<file path="config.mk">
export PLATFORM = sky130hd
export DESIGN_NAME = motor_drive_config_registers
export DESIGN_NICKNAME = d
export VERILOG_FILES = /design/src/rtl/motor_cfg_pkg.sv /design/src/rtl/duty_ramp_limiter.sv /design/src/rtl/motor_drive_config_registers.sv
export SDC_FILE = /design/constraint.sdc
export NUM_CORES = 1
export LEC_CHECK = 0
export BUFFER_PORTS_ARGS = -buffer_cell sky130_fd_sc_hd__clkbuf_2
export CAP_MARGIN = 25
export CELL_PAD_IN_SITES_DETAIL_PLACEMENT = 1
export CELL_PAD_IN_SITES_GLOBAL_PLACEMENT = 2
export CORE_MARGIN = 5
export CORE_UTILIZATION = 35
export DETAILED_ROUTE_END_ITERATION = 7
export PLACE_DENSITY = 0.83
export SLEW_MARGIN = 5
export SYNTH_ARGS = -nofsm -noshare
export SYNTH_HDL_FRONTEND = slang
export SYNTH_SLANG_ARGS = --single-unit
</file>
<file path="constraint.sdc">
create_clock -name ref_clk_in -period 4.7 [get_ports ref_clk_in]
set_input_delay 0.47 -clock ref_clk_in [delete_from_list [all_inputs] [get_ports ref_clk_in]]
set_output_delay 0.47 -clock ref_clk_in [all_outputs]
set_load 0.01 [all_outputs]
</file>
<file path="src/rtl/motor_cfg_pkg.sv">
package motor_cfg_pkg;
  // ==========================================
  // Register map
  localparam logic [7:0] DRIVE_SPEED_CONFIG_ADDR = 8'h95;
  localparam logic [7:0] INDUCTIVE_SENSE_CONFIG_ADDR = 8'h96;
  localparam logic [15:0] DRIVE_SPEED_CONFIG_RESET = 16'h0000;
  localparam logic [15:0] INDUCTIVE_SENSE_CONFIG_RESET = 16'h0000;
  // Bit 7 of the sense register is reserved and never stored
  localparam logic [15:0] INDUCTIVE_SENSE_CONFIG_WMASK = 16'hff7f;
  localparam logic [15:0] READ_IDLE = 16'h0000;

  // ==========================================
  // Field positions, drive_speed_config
  localparam int SPEED_SOURCE_BIT = 15;
  localparam int OUTPUT_FREQ_BIT = 14;
  localparam int LOCK_WIN_HI = 13;
  localparam int LOCK_WIN_LO = 12;
  localparam int IND_GUARD_BIT = 11;
  localparam int MECH_GUARD_BIT = 10;
  localparam int MECH_CLAMP_BIT = 9;
  localparam int RELEASE_BIT = 8;
  localparam int LOOP_INHIBIT_BIT = 7;
  localparam int RAMP_HI = 6;
  localparam int RAMP_LO = 4;
  localparam int DUTY_POLICY_HI = 3;
  localparam int DUTY_POLICY_LO = 2;
  localparam int EDGE_RATE_HI = 1;
  localparam int EDGE_RATE_LO = 0;

  // ==========================================
  // Field positions, inductive_sense_config
  localparam int ADV_ANGLE_HI = 15;
  localparam int ADV_ANGLE_LO = 14;
  localparam int CUR_THR_HI = 13;
  localparam int CUR_THR_LO = 10;
  localparam int SENSE_CLK_HI = 9;
  localparam int SENSE_CLK_LO = 8;
  localparam int CTRL_CONST_HI = 6;
  localparam int CTRL_CONST_LO = 5;
  localparam int GAP_TIME_HI = 4;
  localparam int GAP_TIME_LO = 0;

  // ==========================================
  // Decoded values
  // Upper lock bound in halves of nominal, lower bound in quarters
  // Twice nominal in quarters would not fit the three-bit field
  localparam logic [2:0] LOCK_UPPER_3_2 = 3'h3;
  localparam logic [2:0] LOCK_UPPER_2 = 3'h4;
  localparam logic [2:0] LOCK_LOWER_3_4 = 3'h3;
  localparam logic [2:0] LOCK_LOWER_1_2 = 3'h2;
  localparam logic [7:0] ADVANCE_STEP_DEG = 8'h1e;
  localparam logic [4:0] SENSE_OFF_CODE = 5'h00;
  localparam logic [4:0] SENSE_MIN_CODE = 5'h01;
  localparam logic [4:0] SENSE_MIN_0P2A = 5'h02;
  // Sense measurement resolution in units of 10 ns
  localparam logic [8:0] SENSE_RES_0 = 9'h100;
  localparam logic [8:0] SENSE_RES_1 = 9'h080;
  localparam logic [8:0] SENSE_RES_2 = 9'h040;
  localparam logic [8:0] SENSE_RES_3 = 9'h020;

  // ==========================================
  // Duty in units of 0.1 percent
  localparam int DUTY_W = 10;
  localparam logic [9:0] DUTY_FULL = 10'h3e8;
  localparam logic [9:0] DUTY_CUTOFF = 10'h00f;
  localparam logic [9:0] DUTY_FLOOR_5 = 10'h032;
  localparam logic [9:0] DUTY_FLOOR_10 = 10'h064;
  localparam logic [9:0] DUTY_ZERO = 10'h000;

  // ==========================================
  // Timing
  localparam int CLK_HZ = 25000000;
  localparam int PWM_LOW_HZ = 25000;
  localparam int PWM_HIGH_HZ = 50000;
  localparam int PWM_LOW_CYC = CLK_HZ / PWM_LOW_HZ;
  localparam int PWM_HIGH_CYC = CLK_HZ / PWM_HIGH_HZ;
  localparam int GAP_TIME_NS = 40;
  localparam int CLK_NS = 40;
  localparam int GAP_UNIT_CYC = (GAP_TIME_NS + CLK_NS - 1) / CLK_NS;
  // Ramp rates in thousandths of supply per second, one duty step each
  localparam int RAMP_RATE_1 = 48000;
  localparam int RAMP_RATE_2 = 48000;
  localparam int RAMP_RATE_3 = 770;
  localparam int RAMP_RATE_4 = 370;
  localparam int RAMP_RATE_5 = 190;
  localparam int RAMP_RATE_6 = 91;
  localparam int RAMP_RATE_7 = 45;
  localparam int RAMP_CNT_W = 20;

  typedef enum logic [1:0] {
    RAMP_HOLD = 2'b00,
    RAMP_UP = 2'b01,
    RAMP_DOWN = 2'b10
  } ramp_dir_e;
endpackage

</file>
<file path="src/rtl/duty_ramp_limiter.sv">
`timescale 1ns/10ps
module duty_ramp_limiter #(
  parameter int W = 10,
  parameter int CW = 20
) (
  input wire logic ref_clk_in,
  input wire logic arst_n_in,
  input wire logic [W-1:0] target_in,
  input wire logic immediate_in,
  input wire logic [CW-1:0] interval_in,
  output logic [W-1:0] duty_out
);
  logic [CW-1:0] tick_cnt_ff;
  logic step_en;
  motor_cfg_pkg::ramp_dir_e dir;

  // ==========================================
  // Step enable divider
  assign step_en = (tick_cnt_ff >= interval_in - CW'(1));

  always_ff @(posedge ref_clk_in or negedge arst_n_in) begin
    if (!arst_n_in) begin
      tick_cnt_ff <= '0;
    end else if (step_en || immediate_in) begin
      tick_cnt_ff <= '0;
    end else begin
      tick_cnt_ff <= tick_cnt_ff + CW'(1);
    end
  end

  always_comb begin
    if (target_in > duty_out) begin
      dir = motor_cfg_pkg::RAMP_UP;
    end else if (target_in < duty_out) begin
      dir = motor_cfg_pkg::RAMP_DOWN;
    end else begin
      dir = motor_cfg_pkg::RAMP_HOLD;
    end
  end

  // ==========================================
  // Output duty, one step per enable
  always_ff @(posedge ref_clk_in or negedge arst_n_in) begin
    if (!arst_n_in) begin
      duty_out <= '0;
    end else if (immediate_in) begin
      duty_out <= target_in;
    end else if (step_en) begin
      case (dir)
        motor_cfg_pkg::RAMP_UP: duty_out <= duty_out + W'(1);
        motor_cfg_pkg::RAMP_DOWN: duty_out <= duty_out - W'(1);
        default: duty_out <= duty_out;
      endcase
    end
  end
endmodule // duty_ramp_limiter

</file>
<file path="src/rtl/motor_drive_config_registers.sv">
// Implementation choice: the strobed register port.
`timescale 1ns/10ps
module motor_drive_config_registers #(
  parameter int RAMP_CYC_1 = motor_cfg_pkg::CLK_HZ / motor_cfg_pkg::RAMP_RATE_1,
  parameter int RAMP_CYC_2 = motor_cfg_pkg::CLK_HZ / motor_cfg_pkg::RAMP_RATE_2,
  parameter int RAMP_CYC_3 = motor_cfg_pkg::CLK_HZ / motor_cfg_pkg::RAMP_RATE_3,
  parameter int RAMP_CYC_4 = motor_cfg_pkg::CLK_HZ / motor_cfg_pkg::RAMP_RATE_4,
  parameter int RAMP_CYC_5 = motor_cfg_pkg::CLK_HZ / motor_cfg_pkg::RAMP_RATE_5,
  parameter int RAMP_CYC_6 = motor_cfg_pkg::CLK_HZ / motor_cfg_pkg::RAMP_RATE_6,
  parameter int RAMP_CYC_7 = motor_cfg_pkg::CLK_HZ / motor_cfg_pkg::RAMP_RATE_7
) (
  input wire logic ref_clk_in,
  input wire logic arst_n_in,
  // Register port
  input wire logic [7:0] reg_addr_in,
  input wire logic [15:0] reg_wdata_in,
  input wire logic reg_wr_in,
  input wire logic reg_rd_in,
  output logic [15:0] reg_rdata_out,
  // Engine side: duty command and loop state
  input wire logic [9:0] duty_command_in,
  input wire logic transfer_speed_reached_in,
  // Decoded drive settings
  output logic speed_source_select_out,
  output logic output_frequency_select_out,
  output logic [2:0] bemf_lock_upper_out,
  output logic [2:0] bemf_lock_lower_out,
  output logic inductive_surge_guard_en_out,
  output logic mechanical_surge_guard_en_out,
  output logic mechanical_surge_clamp_sel_out,
  output logic sense_release_behaviour_out,
  output logic closed_loop_active_out,
  output logic [2:0] closed_loop_ramp_rate_out,
  output logic [1:0] phase_edge_rate_out,
  output logic [9:0] policy_duty_out,
  output logic [9:0] applied_duty_out,
  output logic pwm_period_start_out,
  output logic pwm_high_out,
  // Decoded sense settings
  output logic [7:0] sense_advance_angle_out,
  output logic sense_enable_out,
  output logic [4:0] sense_current_threshold_out,
  output logic [1:0] sense_clock_select_out,
  output logic [8:0] sense_resolution_out,
  output logic [2:0] control_constant_out,
  output logic [5:0] driver_gap_time_out
);
  localparam int PW = 10;

  logic [15:0] drive_speed_config_ff;
  logic [15:0] inductive_sense_config_ff;
  logic [15:0] nxt_rdata;
  logic [9:0] nxt_policy_duty;
  logic [9:0] duty_floor;
  logic [19:0] ramp_interval;
  logic ramp_immediate;
  logic [9:0] pwm_cnt_ff;
  logic [9:0] pwm_period;
  logic [9:0] duty_scaled;
  logic [9:0] ramp_duty;
  logic [1:0] lock_code;
  logic [3:0] cur_code;
  logic [1:0] sense_clk_code;

  // ==========================================
  // Register writes
  // Drive register store
  always_ff @(posedge ref_clk_in or negedge arst_n_in) begin
    if (!arst_n_in) begin
      drive_speed_config_ff <= motor_cfg_pkg::DRIVE_SPEED_CONFIG_RESET;
    end else if (reg_wr_in && reg_addr_in == motor_cfg_pkg::DRIVE_SPEED_CONFIG_ADDR) begin
      drive_speed_config_ff <= reg_wdata_in;
    end
  end

  always_ff @(posedge ref_clk_in or negedge arst_n_in) begin
    if (!arst_n_in) begin
      inductive_sense_config_ff <= motor_cfg_pkg::INDUCTIVE_SENSE_CONFIG_RESET;
    end else if (reg_wr_in && reg_addr_in == motor_cfg_pkg::INDUCTIVE_SENSE_CONFIG_ADDR) begin
      inductive_sense_config_ff <= reg_wdata_in & motor_cfg_pkg::INDUCTIVE_SENSE_CONFIG_WMASK;
    end
  end

  // ==========================================
  // Register reads
  // Read back stored fields
  always_comb begin
    if (!reg_rd_in) begin
      nxt_rdata = motor_cfg_pkg::READ_IDLE;
    end else if (reg_addr_in == motor_cfg_pkg::DRIVE_SPEED_CONFIG_ADDR) begin
      nxt_rdata = drive_speed_config_ff;
    end else if (reg_addr_in == motor_cfg_pkg::INDUCTIVE_SENSE_CONFIG_ADDR) begin
      nxt_rdata = inductive_sense_config_ff;
    end else begin
      nxt_rdata = motor_cfg_pkg::READ_IDLE;
    end
  end

  // Data stands only in the cycle after the strobe
  always_ff @(posedge ref_clk_in or negedge arst_n_in) begin
    if (!arst_n_in) begin
      reg_rdata_out <= motor_cfg_pkg::READ_IDLE;
    end else begin
      reg_rdata_out <= nxt_rdata;
    end
  end

  // ==========================================
  // Drive field decode
  // Speed source select
  assign speed_source_select_out = drive_speed_config_ff[motor_cfg_pkg::SPEED_SOURCE_BIT];
  assign output_frequency_select_out = drive_speed_config_ff[motor_cfg_pkg::OUTPUT_FREQ_BIT];
  assign inductive_surge_guard_en_out = drive_speed_config_ff[motor_cfg_pkg::IND_GUARD_BIT];
  assign mechanical_surge_guard_en_out = drive_speed_config_ff[motor_cfg_pkg::MECH_GUARD_BIT];
  assign mechanical_surge_clamp_sel_out = drive_speed_config_ff[motor_cfg_pkg::MECH_CLAMP_BIT];
  assign sense_release_behaviour_out = drive_speed_config_ff[motor_cfg_pkg::RELEASE_BIT];
  assign closed_loop_ramp_rate_out = drive_speed_config_ff[motor_cfg_pkg::RAMP_HI:motor_cfg_pkg::RAMP_LO];
  assign phase_edge_rate_out = drive_speed_config_ff[motor_cfg_pkg::EDGE_RATE_HI:motor_cfg_pkg::EDGE_RATE_LO];

  assign lock_code = drive_speed_config_ff[motor_cfg_pkg::LOCK_WIN_HI:motor_cfg_pkg::LOCK_WIN_LO];

  always_comb begin
    if (lock_code[0]) begin
      bemf_lock_upper_out = motor_cfg_pkg::LOCK_UPPER_2;
    end else begin
      bemf_lock_upper_out = motor_cfg_pkg::LOCK_UPPER_3_2;
    end
    if (lock_code[1]) begin
      bemf_lock_lower_out = motor_cfg_pkg::LOCK_LOWER_1_2;
    end else begin
      bemf_lock_lower_out = motor_cfg_pkg::LOCK_LOWER_3_4;
    end
  end

  // ==========================================
  // Loop transfer
  // Closed loop only when allowed
  always_ff @(posedge ref_clk_in or negedge arst_n_in) begin
    if (!arst_n_in) begin
      closed_loop_active_out <= 1'b0;
    end else if (drive_speed_config_ff[motor_cfg_pkg::LOOP_INHIBIT_BIT]) begin
      closed_loop_active_out <= 1'b0;
    end else if (transfer_speed_reached_in) begin
      closed_loop_active_out <= 1'b1;
    end
  end

  // ==========================================
  // Minimum duty policy
  // Floor and cutoff handling
  always_comb begin
    if (drive_speed_config_ff[motor_cfg_pkg::DUTY_POLICY_LO]) begin
      duty_floor = motor_cfg_pkg::DUTY_FLOOR_10;
    end else begin
      duty_floor = motor_cfg_pkg::DUTY_FLOOR_5;
    end
    if (duty_command_in < motor_cfg_pkg::DUTY_CUTOFF) begin
      if (drive_speed_config_ff[motor_cfg_pkg::DUTY_POLICY_HI]) begin
        nxt_policy_duty = motor_cfg_pkg::DUTY_FULL;
      end else begin
        nxt_policy_duty = motor_cfg_pkg::DUTY_ZERO;
      end
    end else if (duty_command_in < duty_floor) begin
      nxt_policy_duty = duty_floor;
    end else if (duty_command_in > motor_cfg_pkg::DUTY_FULL) begin
      nxt_policy_duty = motor_cfg_pkg::DUTY_FULL;
    end else begin
      nxt_policy_duty = duty_command_in;
    end
  end

  always_ff @(posedge ref_clk_in or negedge arst_n_in) begin
    if (!arst_n_in) begin
      policy_duty_out <= motor_cfg_pkg::DUTY_ZERO;
    end else begin
      policy_duty_out <= nxt_policy_duty;
    end
  end

  // ==========================================
  // Closed-loop ramp
  // Ramp interval select
  always_comb begin
    ramp_immediate = 1'b0;
    case (closed_loop_ramp_rate_out)
      3'h1: ramp_interval = 20'(RAMP_CYC_1);
      3'h2: ramp_interval = 20'(RAMP_CYC_2);
      3'h3: ramp_interval = 20'(RAMP_CYC_3);
      3'h4: ramp_interval = 20'(RAMP_CYC_4);
      3'h5: ramp_interval = 20'(RAMP_CYC_5);
      3'h6: ramp_interval = 20'(RAMP_CYC_6);
      3'h7: ramp_interval = 20'(RAMP_CYC_7);
      default: begin
        ramp_interval = 20'(RAMP_CYC_1);
        ramp_immediate = 1'b1;
      end
    endcase
    // Open loop follows the command without limiting
    if (!closed_loop_active_out) begin
      ramp_immediate = 1'b1;
    end
  end

  duty_ramp_limiter #(
    .W(motor_cfg_pkg::DUTY_W),
    .CW(motor_cfg_pkg::RAMP_CNT_W)
  ) u_ramp (
    .ref_clk_in(ref_clk_in),
    .arst_n_in(arst_n_in),
    .target_in(policy_duty_out),
    .immediate_in(ramp_immediate),
    .interval_in(ramp_interval),
    .duty_out(ramp_duty)
  );

  assign applied_duty_out = ramp_duty;

  // ==========================================
  // PWM carrier
  // Carrier period from frequency select
  always_comb begin
    if (output_frequency_select_out) begin
      pwm_period = PW'(motor_cfg_pkg::PWM_HIGH_CYC);
      duty_scaled = {1'b0, ramp_duty[9:1]};
    end else begin
      pwm_period = PW'(motor_cfg_pkg::PWM_LOW_CYC);
      duty_scaled = ramp_duty;
    end
  end

  // A frequency change mid-period does not restart the carrier; the count wraps at the new period end, or at once if past it
  always_ff @(posedge ref_clk_in or negedge arst_n_in) begin
    if (!arst_n_in) begin
      pwm_cnt_ff <= '0;
    end else if (pwm_cnt_ff >= pwm_period - PW'(1)) begin
      pwm_cnt_ff <= '0;
    end else begin
      pwm_cnt_ff <= pwm_cnt_ff + PW'(1);
    end
  end

  always_ff @(posedge ref_clk_in or negedge arst_n_in) begin
    if (!arst_n_in) begin
      pwm_period_start_out <= 1'b0;
      pwm_high_out <= 1'b0;
    end else begin
      pwm_period_start_out <= (pwm_cnt_ff == '0);
      pwm_high_out <= (pwm_cnt_ff < duty_scaled);
    end
  end

  // ==========================================
  // Sense field decode
  // Advance angle in degrees
  assign sense_advance_angle_out = motor_cfg_pkg::ADVANCE_STEP_DEG *
    (8'(inductive_sense_config_ff[motor_cfg_pkg::ADV_ANGLE_HI:motor_cfg_pkg::ADV_ANGLE_LO]) + 8'h01);

  assign cur_code = inductive_sense_config_ff[motor_cfg_pkg::CUR_THR_HI:motor_cfg_pkg::CUR_THR_LO];
  assign sense_enable_out = (5'(cur_code) != motor_cfg_pkg::SENSE_OFF_CODE);

  always_comb begin
    if (5'(cur_code) == motor_cfg_pkg::SENSE_OFF_CODE) begin
      sense_current_threshold_out = 5'h00;
    end else if (5'(cur_code) == motor_cfg_pkg::SENSE_MIN_CODE) begin
      sense_current_threshold_out = motor_cfg_pkg::SENSE_MIN_0P2A;
    end else begin
      sense_current_threshold_out = 5'(cur_code) + 5'h01;
    end
  end

  assign sense_clk_code = inductive_sense_config_ff[motor_cfg_pkg::SENSE_CLK_HI:motor_cfg_pkg::SENSE_CLK_LO];
  assign sense_clock_select_out = sense_clk_code;

  always_comb begin
    case (sense_clk_code)
      2'h0: sense_resolution_out = motor_cfg_pkg::SENSE_RES_0;
      2'h1: sense_resolution_out = motor_cfg_pkg::SENSE_RES_1;
      2'h2: sense_resolution_out = motor_cfg_pkg::SENSE_RES_2;
      default: sense_resolution_out = motor_cfg_pkg::SENSE_RES_3;
    endcase
  end

  // Constant in quarters, gap in cycles
  assign control_constant_out =
    3'(inductive_sense_config_ff[motor_cfg_pkg::CTRL_CONST_HI:motor_cfg_pkg::CTRL_CONST_LO]) + 3'h1;
  assign driver_gap_time_out = 6'(motor_cfg_pkg::GAP_UNIT_CYC) *
    (6'(inductive_sense_config_ff[motor_cfg_pkg::GAP_TIME_HI:motor_cfg_pkg::GAP_TIME_LO]) + 6'h01);
endmodule // motor_drive_config_registers

</file>
==> impl_metrics.env <==
export IMPL_drv_slew=0
export IMPL_synth_cells=623
export IMPL_hold_path_class="in2async"
export IMPL_cts_resized=0
export IMPL_power_frac_comb_pct=30.8
export IMPL_cap_violations=0
export IMPL_area_delta_synth_final_pct=17.6
export IMPL_die_w_um=143
export IMPL_met2_usage_pct=29.8
export IMPL_end_kind="flip-flop"
export IMPL_antenna_found_initial=0
export IMPL_peakVddDrop_mv=0.168
export IMPL_p_seq_share_pct=38.9
export IMPL_start_kind="flip-flop"
export IMPL_post_cts_repair_setup_buffers=0
export IMPL_viasPerCell=5.09
export IMPL_synth_top_family_by_area="simple AND/OR/NAND/NOR gates"
export IMPL_leakage_nw=3.73
export IMPL_drtIter0Drc=177
export IMPL_synth_compound_area_share_pct=11.0
export IMPL_syn_area_sq_um=6210
export IMPL_drtAntennaViolNets=0
export IMPL_port_buffers=119
export IMPL_ios=129
export IMPL_wl_um=16700
export IMPL_synth_ff_type="dfrtp_1"
export IMPL_cts_made_buffers=9
export IMPL_dieHeight_um=143
export IMPL_yosys_area_top_type="dfrtp_1"
export IMPL_r2r_setup_slack_ns=0.58
export IMPL_sw_frac_of_total_pct=36.0
export IMPL_synth_seq_cells=100
export IMPL_synth_edf_count=0
export IMPL_power_frac_clock_pct=30.3
export IMPL_min_period_over_period_pct=87.6
export IMPL_cts_htree_levels=3
export IMPL_yosys_area_share_xor_xnor_pct=5.92
export IMPL_slew_headroom_pct=39.6
export IMPL_antenna_cells=0
export IMPL_intPower_mw=1.63
export IMPL_rsz0062_at_grt="no"
export IMPL_yosysSeqAreaShare_pct=40.3
export IMPL_track_usage_pct=16.8
export IMPL_fmax_ghz=0.243
export IMPL_utilization_pct=42.1
export IMPL_synth_most_common_cell="dfrtp_1"
export IMPL_core_area_sq_um=17400
export IMPL_nNetsFinal=846
export IMPL_syn_avg_cell_area_sq_um=9.97
export IMPL_met3_usage_pct=3.18
export IMPL_clockBufferDepth=2
export IMPL_postSynth_asyncResetShare_pct=100
export IMPL_clk_transition_reported_paths_ns=0.08
export IMPL_fp_row_count=48
export IMPL_fin_tns_setup_ns=0
export IMPL_cp_required_ns=4.93
export IMPL_grt_pass1_vias=5409
export IMPL_grt_busiest_layer="met2"
export IMPL_initial_core_util_pct=35.8
export IMPL_setup_viol=0
export IMPL_ys_top_cells_by_count="dfrtp_1 (100), ha_1 (68), nor2_1 (65), nand2_1 (41), inv_1 (36)"
export IMPL_overflow=0
export IMPL_dieArea_sq_um=20500
export IMPL_outcome="completed"
export IMPL_fin_skew_ns=0.00709
export IMPL_vias=4918
export IMPL_synth_top_cell_area_share_pct=40.3
export IMPL_cts_root_buffer="clkbuf_16"
export IMPL_synth_area_leaders="dfrtp_1 (40%), ha_1 (14%), mux2_2 (5.8%)"
export IMPL_grt_max_degree=63
export IMPL_hpwl_um=13000
export IMPL_p_sw_mw=0.917
export IMPL_ys_types=58
export IMPL_wl_per_cell_um=17.3
export IMPL_cp_max_fo=19
export IMPL_yosys_mux_area_fraction_pct=7.57
export IMPL_crit_arrival_ns=4.35
export IMPL_cts_hold_buf=0
export IMPL_synth_fa_ha_area_share_pct=14.3
export IMPL_hold_violations=0
export IMPL_worst_pin_slew_ns=0.902
export IMPL_hold_ws_ns=0.166
export IMPL_fin_crit_ns=4.12
export IMPL_clock_latency_ns=0.36
export IMPL_grt_pass1_wl_um=27500
export IMPL_post_route_drc_count=0
export IMPL_cts_tree="done"
export IMPL_grt_met1_usage_pct=20.3
export IMPL_ys_warn_count=0
export IMPL_place_congestion=0.824
export IMPL_cts_sinks=100
export IMPL_drive_gt1_share_pct=24.7
export IMPL_dr_pass1_iters=4
export IMPL_p_per_area_nw_per_um2=349
export IMPL_synthSimpleGateAreaFrac_pct=15.3
export IMPL_worst_setup_path_type="reg2reg"
logic make-up (layout without fill, tap and decap cells):
kind of cell	after synthesis	after routing
AO/OA/AOI/OAI	104	104
XOR/XNOR	42	42
adder cells (fa/ha/maj)	70	70
buffers and inverters	67	177
flip-flops	100	100
multiplexers	43	43
other	2	11
AND/OR/NAND/NOR	195	195
final cells by class:
| class | instances | area, sq um |
|---|---|---|
| Clock buffer | 9 | 225 |
| Clock inverter | 7 | 93.8 |
| Fill cell | 2021 | 10100 |
| Inverter | 36 | 135 |
| Multi-Input combinational cell | 465 | 3410 |
| Sequential cell | 100 | 2500 |
| Tap cell | 225 | 282 |
| Timing Repair Buffer | 125 | 654 |
through the flow:
stage                     setup slack, ns  total power [mW]  cells  cell area, sq um
final                               0.582              2.55    967              7300
after global routing                0.275              2.71    967              7300
after CTS                           0.591              2.59    966              7290
after detailed placement            0.602              1.80    950              6970
after global placement              0.857              1.75    948              6950
after floorplan                      1.17              1.54    632              6240
sequential cells by signal, summed over array words and instances, names as in the netlist:
name	flops
closed_loop_active_out	1
drive_speed_config_ff	16
inductive_sense_config_ff	15
policy_duty_out	10
pwm_cnt_ff	10
pwm_high_out	1
pwm_period_start_out	1
reg_rdata_out	16
u_ramp.duty_out	10
u_ramp.tick_cnt_ff	20
routing by layer:
metal  routed length [um]  part of all wire [%]
met1                 7030                    42
met3                  656                   3.9
met2                 8740                    52
met5                    0                     0
met4                  288                   1.7
worst max-delay path: stages, from the launching register on:
cell,delay (ns)
dfrtp_1,0.57
inv_1,0.17
nor2_1,0.34
a21oi_1,0.12
ha_1,0.25
nor3_1,0.17
a21oi_1,0.11
ha_1,0.31
nand4_1,0.14
or3_1,0.43
or4_4,0.58
a22oi_4,0.52
a2bb2oi_1,0.20
o31ai_1,0.09
path summary, 6_finish.rpt:
kind | endpoint | startpoint | cells after the start
max | u_ramp.duty_out[9] | drive_speed_config_ff[6] | 13
min in group ref_clk_in | closed_loop_active_out | transfer_speed_reached_in | 3
min | policy_duty_out[5] | arst_n_in | 1
min reg2reg | closed_loop_active_out | drive_speed_config_ff[7] | 1
max reg2reg | u_ramp.duty_out[9] | drive_speed_config_ff[6] | 13
max in group asynchronous | u_ramp.tick_cnt_ff[12] | arst_n_in | 2
power groups by stage:
stage | Sequential (mW) | Clock, mW | Combinational, mW
floorplan | 0.992 | 0 | 0.544
global placement | 1.00 | 0 | 0.748
detailed placement | 1.01 | 0 | 0.788
CTS | 0.992 | 0.795 | 0.799
global route | 1.00 | 0.825 | 0.886
finish | 0.992 | 0.772 | 0.784
layout by cell type (no fill, tap or decap), types with 11 or more instances in the layout:
master,n
nand3_1,24
xor2_1,24
clkbuf_2,118
mux2i_1,11
o21ai_0,30
dfrtp_1,100
a22o_1,16
nand2_1,41
mux2_2,32
conb_1,11
inv_1,36
xnor2_1,18
nor2_1,65
a21oi_1,28
ha_1,68
No activity file was read; power rests on OpenSTA's default activity.
